<file path="config.mk">
export PLATFORM = sky130hd
export DESIGN_NAME = logic_cluster_control
export DESIGN_NICKNAME = d
export VERILOG_FILES = /design/src/hdl/cluster_pkg.sv /design/src/hdl/logic_cell.sv /design/src/hdl/logic_cluster_control.sv
export SDC_FILE = /design/constraint.sdc
export NUM_CORES = 1
export LEC_CHECK = 0
export BUFFER_PORTS_ARGS = -buffer_cell sky130_fd_sc_hd__buf_2
export CAP_MARGIN = 20
export CORE_AREA = 2 2 227 229
export CTS_BUF_LIST = sky130_fd_sc_hd__clkbuf_4
export DETAILED_ROUTE_END_ITERATION = 16
export DIE_AREA = 0 0 229 231
export PLACE_DENSITY = 0.8
export REMOVE_ABC_BUFFERS = 1
export SKIP_CTS_REPAIR_TIMING = 1
export SYNTH_ARGS = -nofsm -noshare
export SYNTH_HDL_FRONTEND = slang
export SYNTH_HIERARCHICAL = 1
export SYNTH_SLANG_ARGS = --single-unit
</file>
<file path="constraint.sdc">
create_clock -name clk -period 9.3 [get_ports clk]
set_input_delay 0.465 -clock clk [delete_from_list [all_inputs] [get_ports clk]]
set_output_delay 0.465 -clock clk [all_outputs]
set_load 0.01 [all_outputs]
</file>
<file path="src/hdl/cluster_pkg.sv">
// constants and carrier types for the logic cluster control block
// assumes an APB master on clk and pins from the routing fabric on foreign timing
package cluster_pkg;

    // ------------------------
    // structure sizes
    // ------------------------
    localparam int NUM_CELLS = 10;
    localparam int NUM_ROW_CLK = 6;
    localparam int NUM_CTRL = 10;
    localparam int NUM_ROUTE = 32;
    localparam int SRC_W = 5;
    localparam int SEL_W = 3;
    localparam int ADDR_W = 12;

    // ------------------------
    // register byte offsets
    // ------------------------
    localparam logic [ADDR_W-1:0] ADDR_CLK_CFG = 12'h000;
    localparam logic [ADDR_W-1:0] ADDR_CTRL_EN = 12'h004;
    localparam logic [ADDR_W-1:0] ADDR_LOCAL = 12'h008;
    localparam logic [ADDR_W-1:0] ADDR_OPERAND = 12'h00c;
    localparam logic [ADDR_W-1:0] ADDR_STATUS = 12'h010;
    localparam logic [ADDR_W-1:0] ADDR_CELL_BASE = 12'h020;
    localparam logic [ADDR_W-1:0] ADDR_CELL_END = 12'h048;

    // ------------------------
    // clock config fields
    // ------------------------
    localparam int CLK1_SEL_LSB = 0;
    localparam int CLK1_FALL_BIT = 3;
    localparam int CLK2_SEL_LSB = 4;
    localparam int CLK2_FALL_BIT = 7;
    localparam int DUAL_EDGE_BIT = 8;
    localparam int ACLR1_SEL_LSB = 9;
    localparam int CLK_CFG_W = 12;

    // ------------------------
    // control enable / local control bit positions
    // ------------------------
    localparam int EN_CLK1 = 0;
    localparam int EN_CLK2 = 1;
    localparam int EN_GATE1 = 2;
    localparam int EN_GATE2 = 3;
    localparam int EN_ACLR1 = 4;
    localparam int EN_ACLR2 = 5;
    localparam int EN_SCLR = 6;
    localparam int EN_ALOAD = 7;
    localparam int EN_SLOAD = 8;
    localparam int EN_ADDSUB = 9;
    localparam int LC_GATE1 = 0;
    localparam int LC_GATE2 = 1;
    localparam int LC_ACLR1 = 2;
    localparam int LC_ACLR2 = 3;
    localparam int LC_ALOAD = 4;
    localparam int LC_SCLR = 5;
    localparam int LC_SLOAD = 6;
    localparam int LC_ADDSUB = 7;
    localparam int LC_CLK1 = 8;
    localparam int LC_CLK2 = 9;
    localparam int LOCAL_W = 10;
    localparam int OP_B_LSB = 16;

    // ------------------------
    // status fields
    // ------------------------
    localparam int ST_LUT_LSB = 10;
    localparam int ST_COUNT_LSB = 20;
    localparam int ST_COUT_BIT = 24;
    localparam int ST_DUAL_BIT = 25;

    // ------------------------
    // reset values
    // ------------------------
    localparam logic [CLK_CFG_W-1:0] CLK_CFG_RST = 12'h010;
    localparam logic [NUM_CTRL-1:0] CTRL_EN_RST = 10'h000;
    localparam logic [LOCAL_W-1:0] LOCAL_RST = 10'h000;

    // per-cell configuration word, low bits of the cell register
    typedef struct packed {
        logic [SRC_W-1:0] d4_src;
        logic [SRC_W-1:0] d3_src;
        logic reg_chain_en;
        logic lut_chain_en;
        logic arith;
        logic aclr_sel;
        logic clk_sel;
        logic [15:0] mask;
    } cell_cfg_t;

    localparam int CELL_CFG_W = $bits(cell_cfg_t);
    localparam cell_cfg_t CELL_CFG_RST = '0;

    // cluster-wide controls as the cells see them
    typedef struct packed {
        logic [1:0] clk_evt;
        logic [1:0] aclr;
        logic aload;
        logic sclr;
        logic sload;
        logic addsub;
    } cluster_ctrl_t;

    // operand and chain inputs of one cell
    typedef struct packed {
        logic d1;
        logic d2;
        logic d3;
        logic d4;
        logic lut_chain;
        logic reg_chain;
        logic carry;
    } cell_in_t;

endpackage : cluster_pkg

</file>
<file path="src/hdl/logic_cell.sv">
// one logic cell: lookup table, one-bit add/subtract and its register
// assumes controls already gated and synchronous to clk
module logic_cell
    import cluster_pkg::*;
(
    // clock and reset
    input wire logic clk,
    input wire logic rst_n,
    // configuration and cluster controls
    input wire cluster_pkg::cell_cfg_t cfg,
    input wire cluster_pkg::cluster_ctrl_t ctrl,
    input wire cluster_pkg::cell_in_t din,
    // results
    output logic lut_out,
    output logic carry_out,
    output logic q
);
    typedef struct packed {
        logic q;
    } cell_state_t;

    cell_state_t s_q;
    cell_state_t s_d;
    logic d4_eff;
    logic b_eff;
    logic reg_d;
    logic evt;
    logic clr;

    // lookup or arithmetic result
    always_comb
    begin
        d4_eff = cfg.lut_chain_en ? din.lut_chain : din.d4; // RULE9
        b_eff = din.d2 ^ ctrl.addsub; // RULE14
        if (cfg.arith)
        begin
            lut_out = din.d1 ^ b_eff ^ din.carry; // RULE8
            carry_out = (din.d1 & b_eff) | (din.carry & (din.d1 ^ b_eff));
        end
        else
        begin
            lut_out = cfg.mask[{d4_eff, din.d3, din.d2, din.d1}];
            carry_out = 1'b0;
        end
    end

    // register next state: clear beats load beats clocked data
    always_comb
    begin
        reg_d = cfg.reg_chain_en ? din.reg_chain : lut_out; // RULE10
        evt = ctrl.clk_evt[cfg.clk_sel]; // RULE3
        clr = ctrl.aclr[cfg.aclr_sel]; // RULE6
        s_d = s_q;
        if (clr)
            s_d.q = 1'b0; // RULE15
        else if (ctrl.aload)
            s_d.q = din.d3; // RULE7
        else if (evt)
        begin
            if (ctrl.sclr)
                s_d.q = 1'b0; // RULE15
            else if (ctrl.sload)
                s_d.q = din.d3;
            else
                s_d.q = reg_d;
        end
    end

    always_ff @(posedge clk or negedge rst_n)
    begin
        if (!rst_n)
            s_q <= '0;
        else
            s_q <= s_d;
    end

    assign q = s_q.q;

endmodule : logic_cell

</file>
<file path="src/hdl/logic_cluster_control.sv">
// control and chaining of one logic cluster, registers over APB
// assumes row clocks and routing pins are asynchronous to clk
//
// Summary of operation
// RULE1: the cluster holds exactly ten logic cells sharing controls and routing.
// RULE2: controls are two clocks, two gates, two clears, preset, loads, add/sub.
// RULE3: a cell on cluster clock one uses gate one; likewise for two.
// RULE4: dual-edge clocking of one row line occupies both cluster clocks.
// RULE5: a low clock gate stops its cluster clock entirely.
// RULE6: two independent asynchronous clears and one asynchronous preset/load.
// RULE7: asynchronous load presets the register when its load data is high.
// RULE8: add/subtract select makes each cell a one-bit adder or subtractor.
// RULE9: lookup output chains straight into the next cell's lookup.
// RULE10: register output chains straight into the next cell's register.
// RULE11: local routing takes row/column, own outputs, left and right links.
// RULE12: each cell reaches thirty other cells via local and direct links.
// RULE13: controls are chosen from six row clock lines and local routing.
// RULE14: subtraction inverts operand b and forces carry-in one at cell zero.
// RULE15: synchronous clear/load need a gated edge; asynchronous clear wins always.
module logic_cluster_control
    import cluster_pkg::*;
(
    // clock and reset
    input wire logic clk,
    input wire logic rst_n,
    // apb slave
    input wire logic psel,
    input wire logic penable,
    input wire logic pwrite,
    input wire logic [11:0] paddr,
    input wire logic [31:0] pwdata,
    output logic [31:0] prdata,
    output logic pready,
    output logic pslverr,
    // row clock lines and routing fabric pins
    input wire logic [5:0] row_clk,
    input wire logic [1:0] row_col_in,
    input wire logic [9:0] link_left_in,
    input wire logic [9:0] link_right_in,
    input wire logic carry_in,
    input wire logic reg_chain_in,
    // outputs toward neighbours
    output logic [9:0] link_out,
    output logic carry_out,
    output logic reg_chain_out
);
    import cluster_pkg::*;

    // ------------------------
    // state
    // ------------------------
    typedef struct packed {
        logic [31:0] prdata;
        logic [CLK_CFG_W-1:0] clk_cfg;
        logic [NUM_CTRL-1:0] ctrl_en;
        logic [LOCAL_W-1:0] local_ctrl;
        logic [NUM_CELLS-1:0] op_a;
        logic [NUM_CELLS-1:0] op_b;
        cell_cfg_t [NUM_CELLS-1:0] cell_cfg;
        logic [NUM_ROW_CLK-1:0] row_s1;
        logic [NUM_ROW_CLK-1:0] row_s2;
        logic [1:0] rc_s1;
        logic [1:0] rc_s2;
        logic [NUM_CELLS-1:0] left_s1;
        logic [NUM_CELLS-1:0] left_s2;
        logic [NUM_CELLS-1:0] right_s1;
        logic [NUM_CELLS-1:0] right_s2;
        logic [1:0] chain_s1;
        logic [1:0] chain_s2;
        logic [7:0] lvl_prev;
        logic cout;
    } top_state_t;

    top_state_t s_q;
    top_state_t s_d;

    logic [7:0] lvl;
    logic [SEL_W-1:0] clk_sel [2];
    logic [1:0] clk_fall;
    logic [1:0] clk_used;
    logic [1:0] gate_ok;
    logic [1:0] clk_edge;
    logic dual;
    logic [SEL_W-1:0] aclr1_sel;
    cluster_ctrl_t ctrl;
    logic [NUM_ROUTE-1:0] route;
    logic [NUM_CELLS-1:0] q_all;
    logic [NUM_CELLS-1:0] lut_all;
    logic [NUM_CELLS-1:0] cout_all;
    logic [NUM_CTRL-1:0] in_use;
    logic [3:0] use_count;
    logic setup;
    logic wr_en;
    logic cell_hit;
    logic [ADDR_W-1:0] cell_off;
    logic [3:0] cell_idx;
    logic mapped;
    logic [31:0] rd_word;

    // ------------------------
    // cluster clock derivation
    // ------------------------

    // row lines plus the two local-routing clock sources
    assign lvl = {s_q.local_ctrl[LC_CLK2], s_q.local_ctrl[LC_CLK1], s_q.row_s2}; // RULE13

    // dual-edge mode ties clock two to clock one's line on the other edge
    always_comb
    begin
        dual = s_q.clk_cfg[DUAL_EDGE_BIT];
        clk_sel[0] = s_q.clk_cfg[CLK1_SEL_LSB +: SEL_W];
        clk_fall[0] = s_q.clk_cfg[CLK1_FALL_BIT];
        clk_sel[1] = dual ? clk_sel[0] : s_q.clk_cfg[CLK2_SEL_LSB +: SEL_W]; // RULE4
        clk_fall[1] = dual ? ~clk_fall[0] : s_q.clk_cfg[CLK2_FALL_BIT]; // RULE4
        clk_used[0] = s_q.ctrl_en[EN_CLK1] | dual;
        clk_used[1] = s_q.ctrl_en[EN_CLK2] | dual; // RULE4
        gate_ok[0] = ~s_q.ctrl_en[EN_GATE1] | s_q.local_ctrl[LC_GATE1];
        gate_ok[1] = ~s_q.ctrl_en[EN_GATE2] | s_q.local_ctrl[LC_GATE2];
    end

    // edge events of each cluster clock, each gated by its own gate
    generate
        for (genvar k = 0; k < 2; k++)
        begin : g_clk
            always_comb
            begin
                if (clk_fall[k])
                    clk_edge[k] = ~lvl[clk_sel[k]] & s_q.lvl_prev[clk_sel[k]];
                else
                    clk_edge[k] = lvl[clk_sel[k]] & ~s_q.lvl_prev[clk_sel[k]];
            end
            assign ctrl.clk_evt[k] = clk_used[k] & clk_edge[k] & gate_ok[k]; // RULE5
        end
    endgenerate

    // ------------------------
    // clears, loads and add/subtract
    // ------------------------

    // clear one may come from any row line, else from local routing
    assign aclr1_sel = s_q.clk_cfg[ACLR1_SEL_LSB +: SEL_W];

    always_comb
    begin
        if (aclr1_sel < SEL_W'(NUM_ROW_CLK))
            ctrl.aclr[0] = s_q.ctrl_en[EN_ACLR1] & s_q.row_s2[aclr1_sel]; // RULE13
        else
            ctrl.aclr[0] = s_q.ctrl_en[EN_ACLR1] & s_q.local_ctrl[LC_ACLR1];
        ctrl.aclr[1] = s_q.ctrl_en[EN_ACLR2] & s_q.local_ctrl[LC_ACLR2]; // RULE6
        ctrl.aload = s_q.ctrl_en[EN_ALOAD] & s_q.local_ctrl[LC_ALOAD]; // RULE6
        ctrl.sclr = s_q.ctrl_en[EN_SCLR] & s_q.local_ctrl[LC_SCLR];
        ctrl.sload = s_q.ctrl_en[EN_SLOAD] & s_q.local_ctrl[LC_SLOAD];
        ctrl.addsub = s_q.ctrl_en[EN_ADDSUB] & s_q.local_ctrl[LC_ADDSUB]; // RULE8
    end

    // controls in use; ten signals at most by construction
    always_comb
    begin
        in_use = s_q.ctrl_en;
        in_use[EN_CLK1] = clk_used[0];
        in_use[EN_CLK2] = clk_used[1];
        use_count = '0;
        for (int i = 0; i < NUM_CTRL; i++)
            use_count = use_count + 4'(in_use[i]); // RULE2
    end

    // ------------------------
    // local routing and the ten cells
    // ------------------------

    // own outputs, left and right direct links, row/column lines
    assign route = {s_q.rc_s2, s_q.right_s2, s_q.left_s2, q_all}; // RULE11 RULE12

    generate
        for (genvar i = 0; i < NUM_CELLS; i++)
        begin : g_cell // RULE1
            cell_in_t din;
            always_comb
            begin
                din.d1 = s_q.op_a[i];
                din.d2 = s_q.op_b[i];
                din.d3 = route[s_q.cell_cfg[i].d3_src];
                din.d4 = route[s_q.cell_cfg[i].d4_src];
                if (i == 0)
                begin
                    din.lut_chain = 1'b0;
                    din.reg_chain = s_q.chain_s2[1];
                    din.carry = ctrl.addsub | s_q.chain_s2[0]; // RULE14
                end
                else
                begin
                    din.lut_chain = lut_all[(i + NUM_CELLS - 1) % NUM_CELLS]; // RULE9
                    din.reg_chain = q_all[(i + NUM_CELLS - 1) % NUM_CELLS]; // RULE10
                    din.carry = cout_all[(i + NUM_CELLS - 1) % NUM_CELLS];
                end
            end

            logic_cell u_cell (
                .clk(clk),
                .rst_n(rst_n),
                .cfg(s_q.cell_cfg[i]),
                .ctrl(ctrl),
                .din(din),
                .lut_out(lut_all[i]),
                .carry_out(cout_all[i]),
                .q(q_all[i])
            );
        end
    endgenerate

    // ------------------------
    // apb decode and read mux
    // ------------------------

    // read data is captured in setup, so the access phase needs no wait
    assign setup = psel & ~penable;
    assign wr_en = psel & penable & pwrite;
    assign cell_off = paddr - ADDR_CELL_BASE;
    assign cell_idx = cell_off[5:2];
    assign cell_hit = (paddr >= ADDR_CELL_BASE) && (paddr < ADDR_CELL_END)
        && (paddr[1:0] == 2'b00);

    always_comb
    begin
        mapped = 1'b1;
        rd_word = '0;
        if (cell_hit)
            rd_word = 32'(s_q.cell_cfg[cell_idx]);
        else
        begin
            unique case (paddr)
                ADDR_CLK_CFG: rd_word = 32'(s_q.clk_cfg);
                ADDR_CTRL_EN: rd_word = 32'(s_q.ctrl_en);
                ADDR_LOCAL: rd_word = 32'(s_q.local_ctrl);
                ADDR_OPERAND: rd_word = {6'h00, s_q.op_b, 6'h00, s_q.op_a};
                ADDR_STATUS:
                begin
                    rd_word[NUM_CELLS-1:0] = q_all;
                    rd_word[ST_LUT_LSB +: NUM_CELLS] = lut_all;
                    rd_word[ST_COUNT_LSB +: 4] = use_count;
                    rd_word[ST_COUT_BIT] = s_q.cout;
                    rd_word[ST_DUAL_BIT] = dual;
                end
                default: mapped = 1'b0;
            endcase
        end
    end

    // ------------------------
    // next state
    // ------------------------
    always_comb
    begin
        s_d = s_q;
        // two-stage synchronisers for every pin from the fabric
        s_d.row_s1 = row_clk;
        s_d.row_s2 = s_q.row_s1;
        s_d.rc_s1 = row_col_in;
        s_d.rc_s2 = s_q.rc_s1;
        s_d.left_s1 = link_left_in;
        s_d.left_s2 = s_q.left_s1;
        s_d.right_s1 = link_right_in;
        s_d.right_s2 = s_q.right_s1;
        s_d.chain_s1 = {reg_chain_in, carry_in};
        s_d.chain_s2 = s_q.chain_s1;
        s_d.lvl_prev = lvl;
        s_d.cout = cout_all[NUM_CELLS-1];
        if (setup)
            s_d.prdata = rd_word;
        if (wr_en && mapped)
        begin
            if (cell_hit)
                s_d.cell_cfg[cell_idx] = pwdata[CELL_CFG_W-1:0];
            else if (paddr == ADDR_CLK_CFG)
                s_d.clk_cfg = pwdata[CLK_CFG_W-1:0];
            else if (paddr == ADDR_CTRL_EN)
                s_d.ctrl_en = pwdata[NUM_CTRL-1:0];
            else if (paddr == ADDR_LOCAL)
                s_d.local_ctrl = pwdata[LOCAL_W-1:0];
            else if (paddr == ADDR_OPERAND)
            begin
                s_d.op_a = pwdata[NUM_CELLS-1:0];
                s_d.op_b = pwdata[OP_B_LSB +: NUM_CELLS];
            end
        end
    end

    // ------------------------
    // registers
    // ------------------------
    always_ff @(posedge clk or negedge rst_n)
    begin
        if (!rst_n)
        begin
            s_q <= '0;
            s_q.clk_cfg <= CLK_CFG_RST;
            s_q.ctrl_en <= CTRL_EN_RST;
            s_q.local_ctrl <= LOCAL_RST;
            s_q.cell_cfg <= {NUM_CELLS{CELL_CFG_RST}};
        end
        else
            s_q <= s_d;
    end

    // ------------------------
    // outputs
    // ------------------------
    assign prdata = s_q.prdata;
    assign pready = 1'b1; // zero-wait slave
    assign pslverr = psel & penable & ~mapped;
    assign link_out = q_all; // RULE12
    assign carry_out = s_q.cout;
    assign reg_chain_out = q_all[NUM_CELLS-1]; // RULE10

endmodule : logic_cluster_control

</file>
==> results.md, run 1 <==
* Pre-CTS setup slack at -0.5002 ns
* GRT overflow at 0
* RSZ-0062 raised after global routing: yes
* Hold-critical path depth at 3
* Fmax at 106.1 MHz
* Max_slew headroom at 0.2338
* Asr flop ratio synth at 1.000
* I/O pin total at 125
* Cell Pwr Density at 130.5 mW/mm^2
* Worst setup margin at -0.1218 ns
* Final setup violation count at 1
* Via count at 20,706
* Worst Skew at 0.07145 ns
* Initial antenna violation count at 4
* Drt pass-1 iters at 7
* Full die area at 0.05290 mm^2
* Worst path slowest cell: mux4_2
* Syn Std Cell Area at 0.02902 mm^2
* HPWL Detailed at 63,080 um
* H-Tree Level Count at 3
* Status: finished with violations
* Placed cell areas at 0.02967 mm^2
* Worst Path Arrival at 10.28 ns
* Sequential share of the synthesized area at 0.4071
* Routed wire length per instance at 31.87 um
* Maximum vdd ir drop at 0.0001317 V
* Longest Clk Path Bufs at 3
* Synth Warn # at 6
* Library cells used by synthesis at 53
* Syn_area_per_cell at 14.20 um^2
* Seq cells post-synth at 472
* Pleak at 13.86 nW
* PortBufs at 121
* Main flop type after synthesis: dfrtp_1
* Maxcap violations at 0
* Clock network latency to the later pin of the worst-skew pair at 0.95 ns
* First-pass GRT wire length at 138,800 um
* Mapped Cells at 2,043
* Largest net degree at the start of global routing at 192
* Worst Path Required at 10.16 ns
* CTS buffer count at 120
* Root buffer cell: clkbuf_4
* CP Launch Type: register
* All-Layer GR Usage at 0.3581
* Area share of the largest cell type after synthesis at 0.4062
* Crit path top cell by count: a222oi_1
* Hold WS at -0.002389 ns
* Final Net Count at 2,244
* CTS tree: yes
* Final ANT Viol Nets at 0
* Area grow syn2layout at 9.568%
* Max FO, Critical Path at 4
* Iter 0 DRT Violations at 2,661
* Dominant cell type by area after synthesis: dfrtp_1
* Synth area leaders: dfrtp_1 (41%), mux4_2 (22%), mux2_2 (12%)
* Initial core utilization at 0.5726
* Gpl congestion at 0.9936
* Worst Hold Class: input pin to register
* Clock transition at the registers of the reported paths at 0.07 ns
* Tmin final at 9.422 ns
* Final Cell Area at 0.03180 mm^2
* WS Path Type: register to register
* CP peak stage delay at 0.52 ns
* Vias per cell at 7.089
* Vias in the first global route at 20,806
* Max-slew violation count at 0
* Vert. Die Dim at 231 um
* Core Box Area at 0.05068 mm^2
* Share of cells above drive strength 1 at 0.4622
* Post-route setup TNS at -0.1218 ns
* Clock tree sinks at 472
* Routed WL at 93,100 um
* Least-Margin Pin Slew at 1.149 ns
* Site Rows at 83
* Post-synth EDFFs at 0
* Final period utilization at 1.013
* Crit end category: register
* Failing checks: negative hold slack, negative setup slack
* Worst reg2reg path depth at 35
* Final hold vios at 2
* Number of remaining DRC errors at 0
* Die W at 229 um
-- final timing paths --
kind | startpoint | end | slack [ns]
worst max register to register | s_q[90] | prdata[19] | -0.12
max in group asynchronous | rst_n | s_q[207] | 7.36
worst min register to register | s_d[41] | route[18] | 0.32
worst min-delay path | pwdata[1] | clk_sel[4] | -0.002
min in group asynchronous | rst_n | s_q[254] | 0.23
worst max-delay path | s_q[90] | prdata[19] | -0.12
-- where the power goes --
| part | leakage, nW | total [mW] | switching (mW) | internal (mW) |
|---|---|---|---|---|
| combinational | 6.55 | 0.256 | 0.159 | 0.0966 |
| clock | 0.906 | 1.80 | 0.891 | 0.907 |
| sequential | 6.41 | 2.10 | 0.0247 | 2.07 |
| total | 13.9 | 4.15 | 1.08 | 3.07 |
-- final cells by class --
cell class | instances | area, um^2
clock buffers | 173 | 1299
repair buffers | 245 | 1719
flip-flops and latches | 472 | 11830
diodes | 4 | 10.01
inverters | 25 | 93.84
multi-input cells | 1283 | 15780
clock inverters | 39 | 215.2
fillers | 3867 | 18880
well taps | 680 | 850.8
-- registers in the layout, summed over array words and instances (netlist names) --
name	flops
aclr1_sel	3
carry_out	1
clk_fall	1
clk_sel	3
dual	1
g_cell.din	21
g_cell.u_cell/q	10
in_use	8
lvl	8
prdata	31
route	22
s_d	30
s_q	333
-- cell families (layout without fill, tap and decap cells) --
| kind of cell | Yosys count | count (layout) | share of synthesized area |
|---|---|---|---|
| buffers and inverters | 289 | 482 | 0.05152 |
| multiplexers | 853 | 853 | 0.4399 |
| flip-flops | 472 | 472 | 0.4071 |
| AO/OA/AOI/OAI | 193 | 193 | 0.04695 |
| AND/OR/NAND/NOR | 205 | 205 | 0.03911 |
| adder cells (fa/ha/maj) | 18 | 18 | 0.01190 |
| other | 2 | 7 | 0.0002588 |
| XOR/XNOR | 11 | 11 | 0.003320 |
-- worst max-delay path, delay by kind of cell, from the launching register on --
kind / cells / cell delay [ns]
DFF: 1 / 0.50
buffers and inverters: 1 / 0.14
AOI/OAI and AO/OA: 12 / 4.20
and+or+nand+nor: 9 / 1.44
muxes: 13 / 3.06
-- cell usage in the layout (no fill, tap or decap), types with 26 or more instances in the layout --
cell type and count:
mux4_2 287, dlygate4sd3_1 49, nor2_1 42, mux2_1 97, clkinv_1 26, dfrtp_1 463, mux2_4 28, buf_4 72
mux2_2 302, nand2_1 35, clkbuf_4 173, buf_2 118, mux2i_1 139, nor2b_1 33, o21ai_0 53
-- metrics by stage --
step	util	total power [mW]	cells
after floorplan	-	2.205	1780
after global placement	0.5854	2.363	2645
after detailed placement	0.5854	2.370	2645
after CTS	0.6152	4.162	2857
after global routing	0.6274	4.304	2921
final	0.6274	4.150	2921
-- Yosys cell counts, drive strengths merged (11+ instances only) --
cell type,n
clkbuf,159
buf,105
a21oi,13
nand2,35
a22oi,19
nor3,23
a221oi,24
inv,25
dfrtp,471
mux2,427
and3,12
a31oi,14
mux4,287
fa,16
xor2,11
o21ai,53
and2,15
nor2,47
a22o,19
o22ai,11
nor2b,33
nand2b,15
mux2i,139
a222oi,11
-- per-layer routing --
layer | wire length, um | GRT usage | vias up | share of wire
met5 | 32 | 0 | - | 0.00034
met4 | 4944 | 0.1694 | 4 | 0.053
met3 | 11710 | 0.1173 | 276 | 0.13
met2 | 40620 | 0.5124 | 1486 | 0.44
met1 | 35800 | 0.4980 | 10813 | 0.38
li1 | - | - | 8127 | -
Power figures use the tool's default switching activity.
==> inputs of run 2 (changes only) <==
- CORE_AREA: 2 2 227 229 -> 2 2 226 228
- DIE_AREA: 0 0 229 231 -> 0 0 228 230
- SYNTH_HIERARCHICAL: 1 -> default
==> run 2 against run 1 <==
  * The flow now finishes without violations
  * Sequential power barely moved
  * Final cell count rose by 2.1%
  * Via count rose by 6.5%
  * Sequential share of layout area rose by 0.34 points
  * Area after synthesis fell by 1.1%
  * Cell area fell by 1.0%
  * Non-clock buffer count fell by 20
==> results.md, run 2 <==
* Main flop type after synthesis: dfrtp_1
* Routed WL at 98,640 um (+5.9%)
* HPWL Detailed at 62,590 um (-0.78%)
* Number of remaining DRC errors at 0 (unchanged)
* Maximum vdd ir drop at 0.0001087 V (-17%)
* Fmax at 131.3 MHz (+24%)
* Via count at 22,058 (+6.5%)
* Maxcap violations at 0 (unchanged)
* Post-synth EDFFs at 0 (unchanged)
* All-Layer GR Usage at 0.3793 (+0.02115)
* RSZ-0062 raised after global routing: no
* CTS tree: yes
* Syn Std Cell Area at 0.02869 mm^2 (-1.1%)
* PortBufs at 121 (unchanged)
* Worst Path Arrival at 8.48 ns (-1.80 ns)
* Synth Warn # at 0 (-6)
* Register share of total power at 0.510 (+0.005)
* Share of cells above drive strength 1 at 0.4549 (-0.007365)
* Met2 WL at 42,740 um (+5.2%)
* Area share of the largest cell type after synthesis at 0.4109 (+0.004694)
* Initial core utilization at 0.5753 (+0.002719)
* Vias in the first global route at 22,399 (+7.7%)
* Worst Path Required at 10.16 ns (about the same)
* Site Rows at 82 (-1.2%)
* Max_slew headroom at 0.1740 (-0.05973)
* Initial antenna violation count at 6 (+2)
* Gpl congestion at 1.012 (+1.9%)
* Switching power at 1.123 mW (+4.5%)
* Worst Hold Class: input pin to register
* Clock Power Share at 0.430 (-0.003)
* Vert. Die Dim at 230 um (-0.43%)
* Least-Margin Pin Slew at 1.204 ns (+0.05514 ns)
* Most frequent cells in the layout: dfrtp_1 (471), mux2_2 (384), mux4_2 (284)
* Final setup violation count at 0 (-1)
* Cell Pwr Density at 132.1 mW/mm^2 (+1.2%)
* Vias per cell at 7.397 (+4.4%)
* Iter 0 DRT Violations at 3,500 (+32%)
* Status: completed
* I/O pin total at 125 (unchanged)
* Full die area at 0.05244 mm^2 (-0.87%)
* Root buffer cell: clkbuf_4
* Clock network latency to the later pin of the worst-skew pair at 0.97 ns (+0.02 ns)
* Met1 wire length at 32,150 um (-10%)
* Routed wl met3 at 16,340 um (+40%)
* Seq cells post-synth at 472 (unchanged)
* Final Net Count at 2,310 (+2.9%)
* Final hold vios at 0 (-2)
* Logic gate share of total power at 0.061 (about the same)
* Count leader, synth: dfrtp_1
* Clock tree sinks at 472 (unchanged)
* PnR Total Power at 4.158 mW (+0.20%)
* Max reg flops at 333 (unchanged)
* GRT overflow at 0 (unchanged)
* H-Tree Level Count at 3 (unchanged)
* Top cells by count, synth: dfrtp_1 (471), mux2_2 (384), mux4_2 (284)
* Highest Signal Layer: met5
* WS Path Type: register to register
* Asr flop ratio synth at 1.000 (unchanged)
* CTS buffer count at 121 (+0.83%)
* Worst Skew at 0.08719 ns (+0.01574 ns)
* Die W at 228 um (-0.44%)
* Routed wire length per instance at 33.08 um (+3.8%)
* Largest net degree at the start of global routing at 151 (-21%)
* Top reg by flops: s_q
* Tmin final at 7.617 ns (-1.805 ns)
* First-pass GRT wire length at 145,500 um (+4.8%)
* Pleak at 13.60 nW (-1.9%)
* Post-route setup TNS at 0 ns (+0.1218 ns)
* Core Box Area at 0.04986 mm^2 (-1.6%)
* Clock transition at the registers of the reported paths at 0.07 ns (about the same)
* Sequential share of the synthesized area at 0.4118 (+0.004705)
* Drt pass-1 iters at 9 (+2)
* Area grow syn2layout at 9.709%
* Library cells used by synthesis at 77 (+45%)
* Cell internal pwr at 3.035 mW (-1.3%)
* Syn_area_per_cell at 13.37 um^2 (-5.9%)
* Crit end category: register
* Max FO, Critical Path at 11 (+7)
* Final ANT Viol Nets at 0 (unchanged)
* Synth area leaders: dfrtp_1 (41%), mux4_2 (22%), mux2_2 (15%)
* Dominant cell type by area after synthesis: dfrtp_1
* CP Launch Type: register
* Final period utilization at 0.8190 (-0.1941)
* Switch share at 0.2701 (+0.01104)
* Longest Clk Path Bufs at 3 (unchanged)
* Max-slew violation count at 0 (unchanged)
* Most common cell after layout, fill and taps aside: dfrtp_1
* Mapped Cells at 2,146 (+5.0%)
## run 2: stage by stage
stage               utilization  cells  area [um^2]  hold WS, ns  setup WS, ns
floorplan                     -   1865        27450       0.1694         2.354
CTS                      0.6189   2918        30860      -0.4137         1.740
global route             0.6309   2977        31460    0.0007103         1.369
finish                   0.6312   2982        31470      0.02370         1.683
detailed placement       0.5889   2704        29360       0.3347         1.775
global placement         0.5889   2704        29360       0.3341         1.855
## run 2: layout make-up
| cell class | instances | area [um^2] |
|---|---|---|
| clock buffers | 162 | 1216 |
| clock inverters | 52 | 282.8 |
| inverters | 23 | 86.33 |
| flip-flops and latches | 472 | 11810 |
| multi-input cells | 1370 | 15640 |
| fillers | 3691 | 18390 |
| well taps | 672 | 840.8 |
| repair buffers | 225 | 1579 |
| diodes | 6 | 15.01 |
## run 2: cell families (layout without fill, tap and decap cells)
group,after synthesis,in the layout,synth area share
compound gates,286,286,0.06970
xor+xnor,11,11,0.003358
fa+ha+maj,18,18,0.01204
buf+inv,304,462,0.04614
flops,472,472,0.4118
mux,756,756,0.4077
other cells,2,8,0.0002618
simple gates,297,297,0.04902
## run 2: layer usage
layer | GRT usage | vias to the layer above
li1 | - | 8414
met4 | 0.2459 | 2
met5 | 0 | -
met2 | 0.5453 | 2107
met1 | 0.4768 | 11007
met3 | 0.1548 | 528
## run 2: worst paths after layout
| check | startpoint | endpoint | slack, ns | depth (start not counted) |
|---|---|---|---|---|
| max | s_q[406] | g_cell[9].u_cell.q | 1.68 | 27 |
| min | pwdata[22] | s_q[246] | 0.02 | 2 |
| max reg2reg | s_q[406] | g_cell[9].u_cell.q | 1.68 | 27 |
| min reg2reg | s_d[40] | route[17] | 0.34 | 0 |
| max in group asynchronous | rst_n | s_q[206] | 7.53 | 3 |
| min in group asynchronous | rst_n | s_d[34] | 0.18 | 2 |
## run 2: critical path, cell delays in order (launching register included)
cell,delay [ns]
dfrtp_1,0.41
nand2_1,0.47
nand2b_1,0.16
fa_1,0.40
and2_1,0.18
fa_1,0.38
and2_1,0.18
fa_1,0.38
and2_1,0.18
fa_1,0.38
and2_1,0.18
fa_1,0.39
and2_1,0.18
fa_1,0.37
and2_1,0.17
fa_1,0.38
and2_1,0.18
fa_1,0.38
and2_1,0.18
fa_1,0.39
nand2_1,0.10
fa_1,0.42
nand2b_1,0.19
nand3_1,0.12
nor2_1,0.06
mux2i_1,0.17
o211ai_1,0.20
o41ai_2,0.34
## run 2: power by group through the flow
stage,Combinational [mW],Sequential (mW),Clock [mW]
4_1_cts,0.228,2.11,1.79
5_1_grt,0.268,2.11,1.92
2_1_floorplan,0.0782,2.13,0
6_report,0.254,2.12,1.79
3_3_place_gp,0.222,2.15,0
3_5_place_dp,0.228,2.15,0
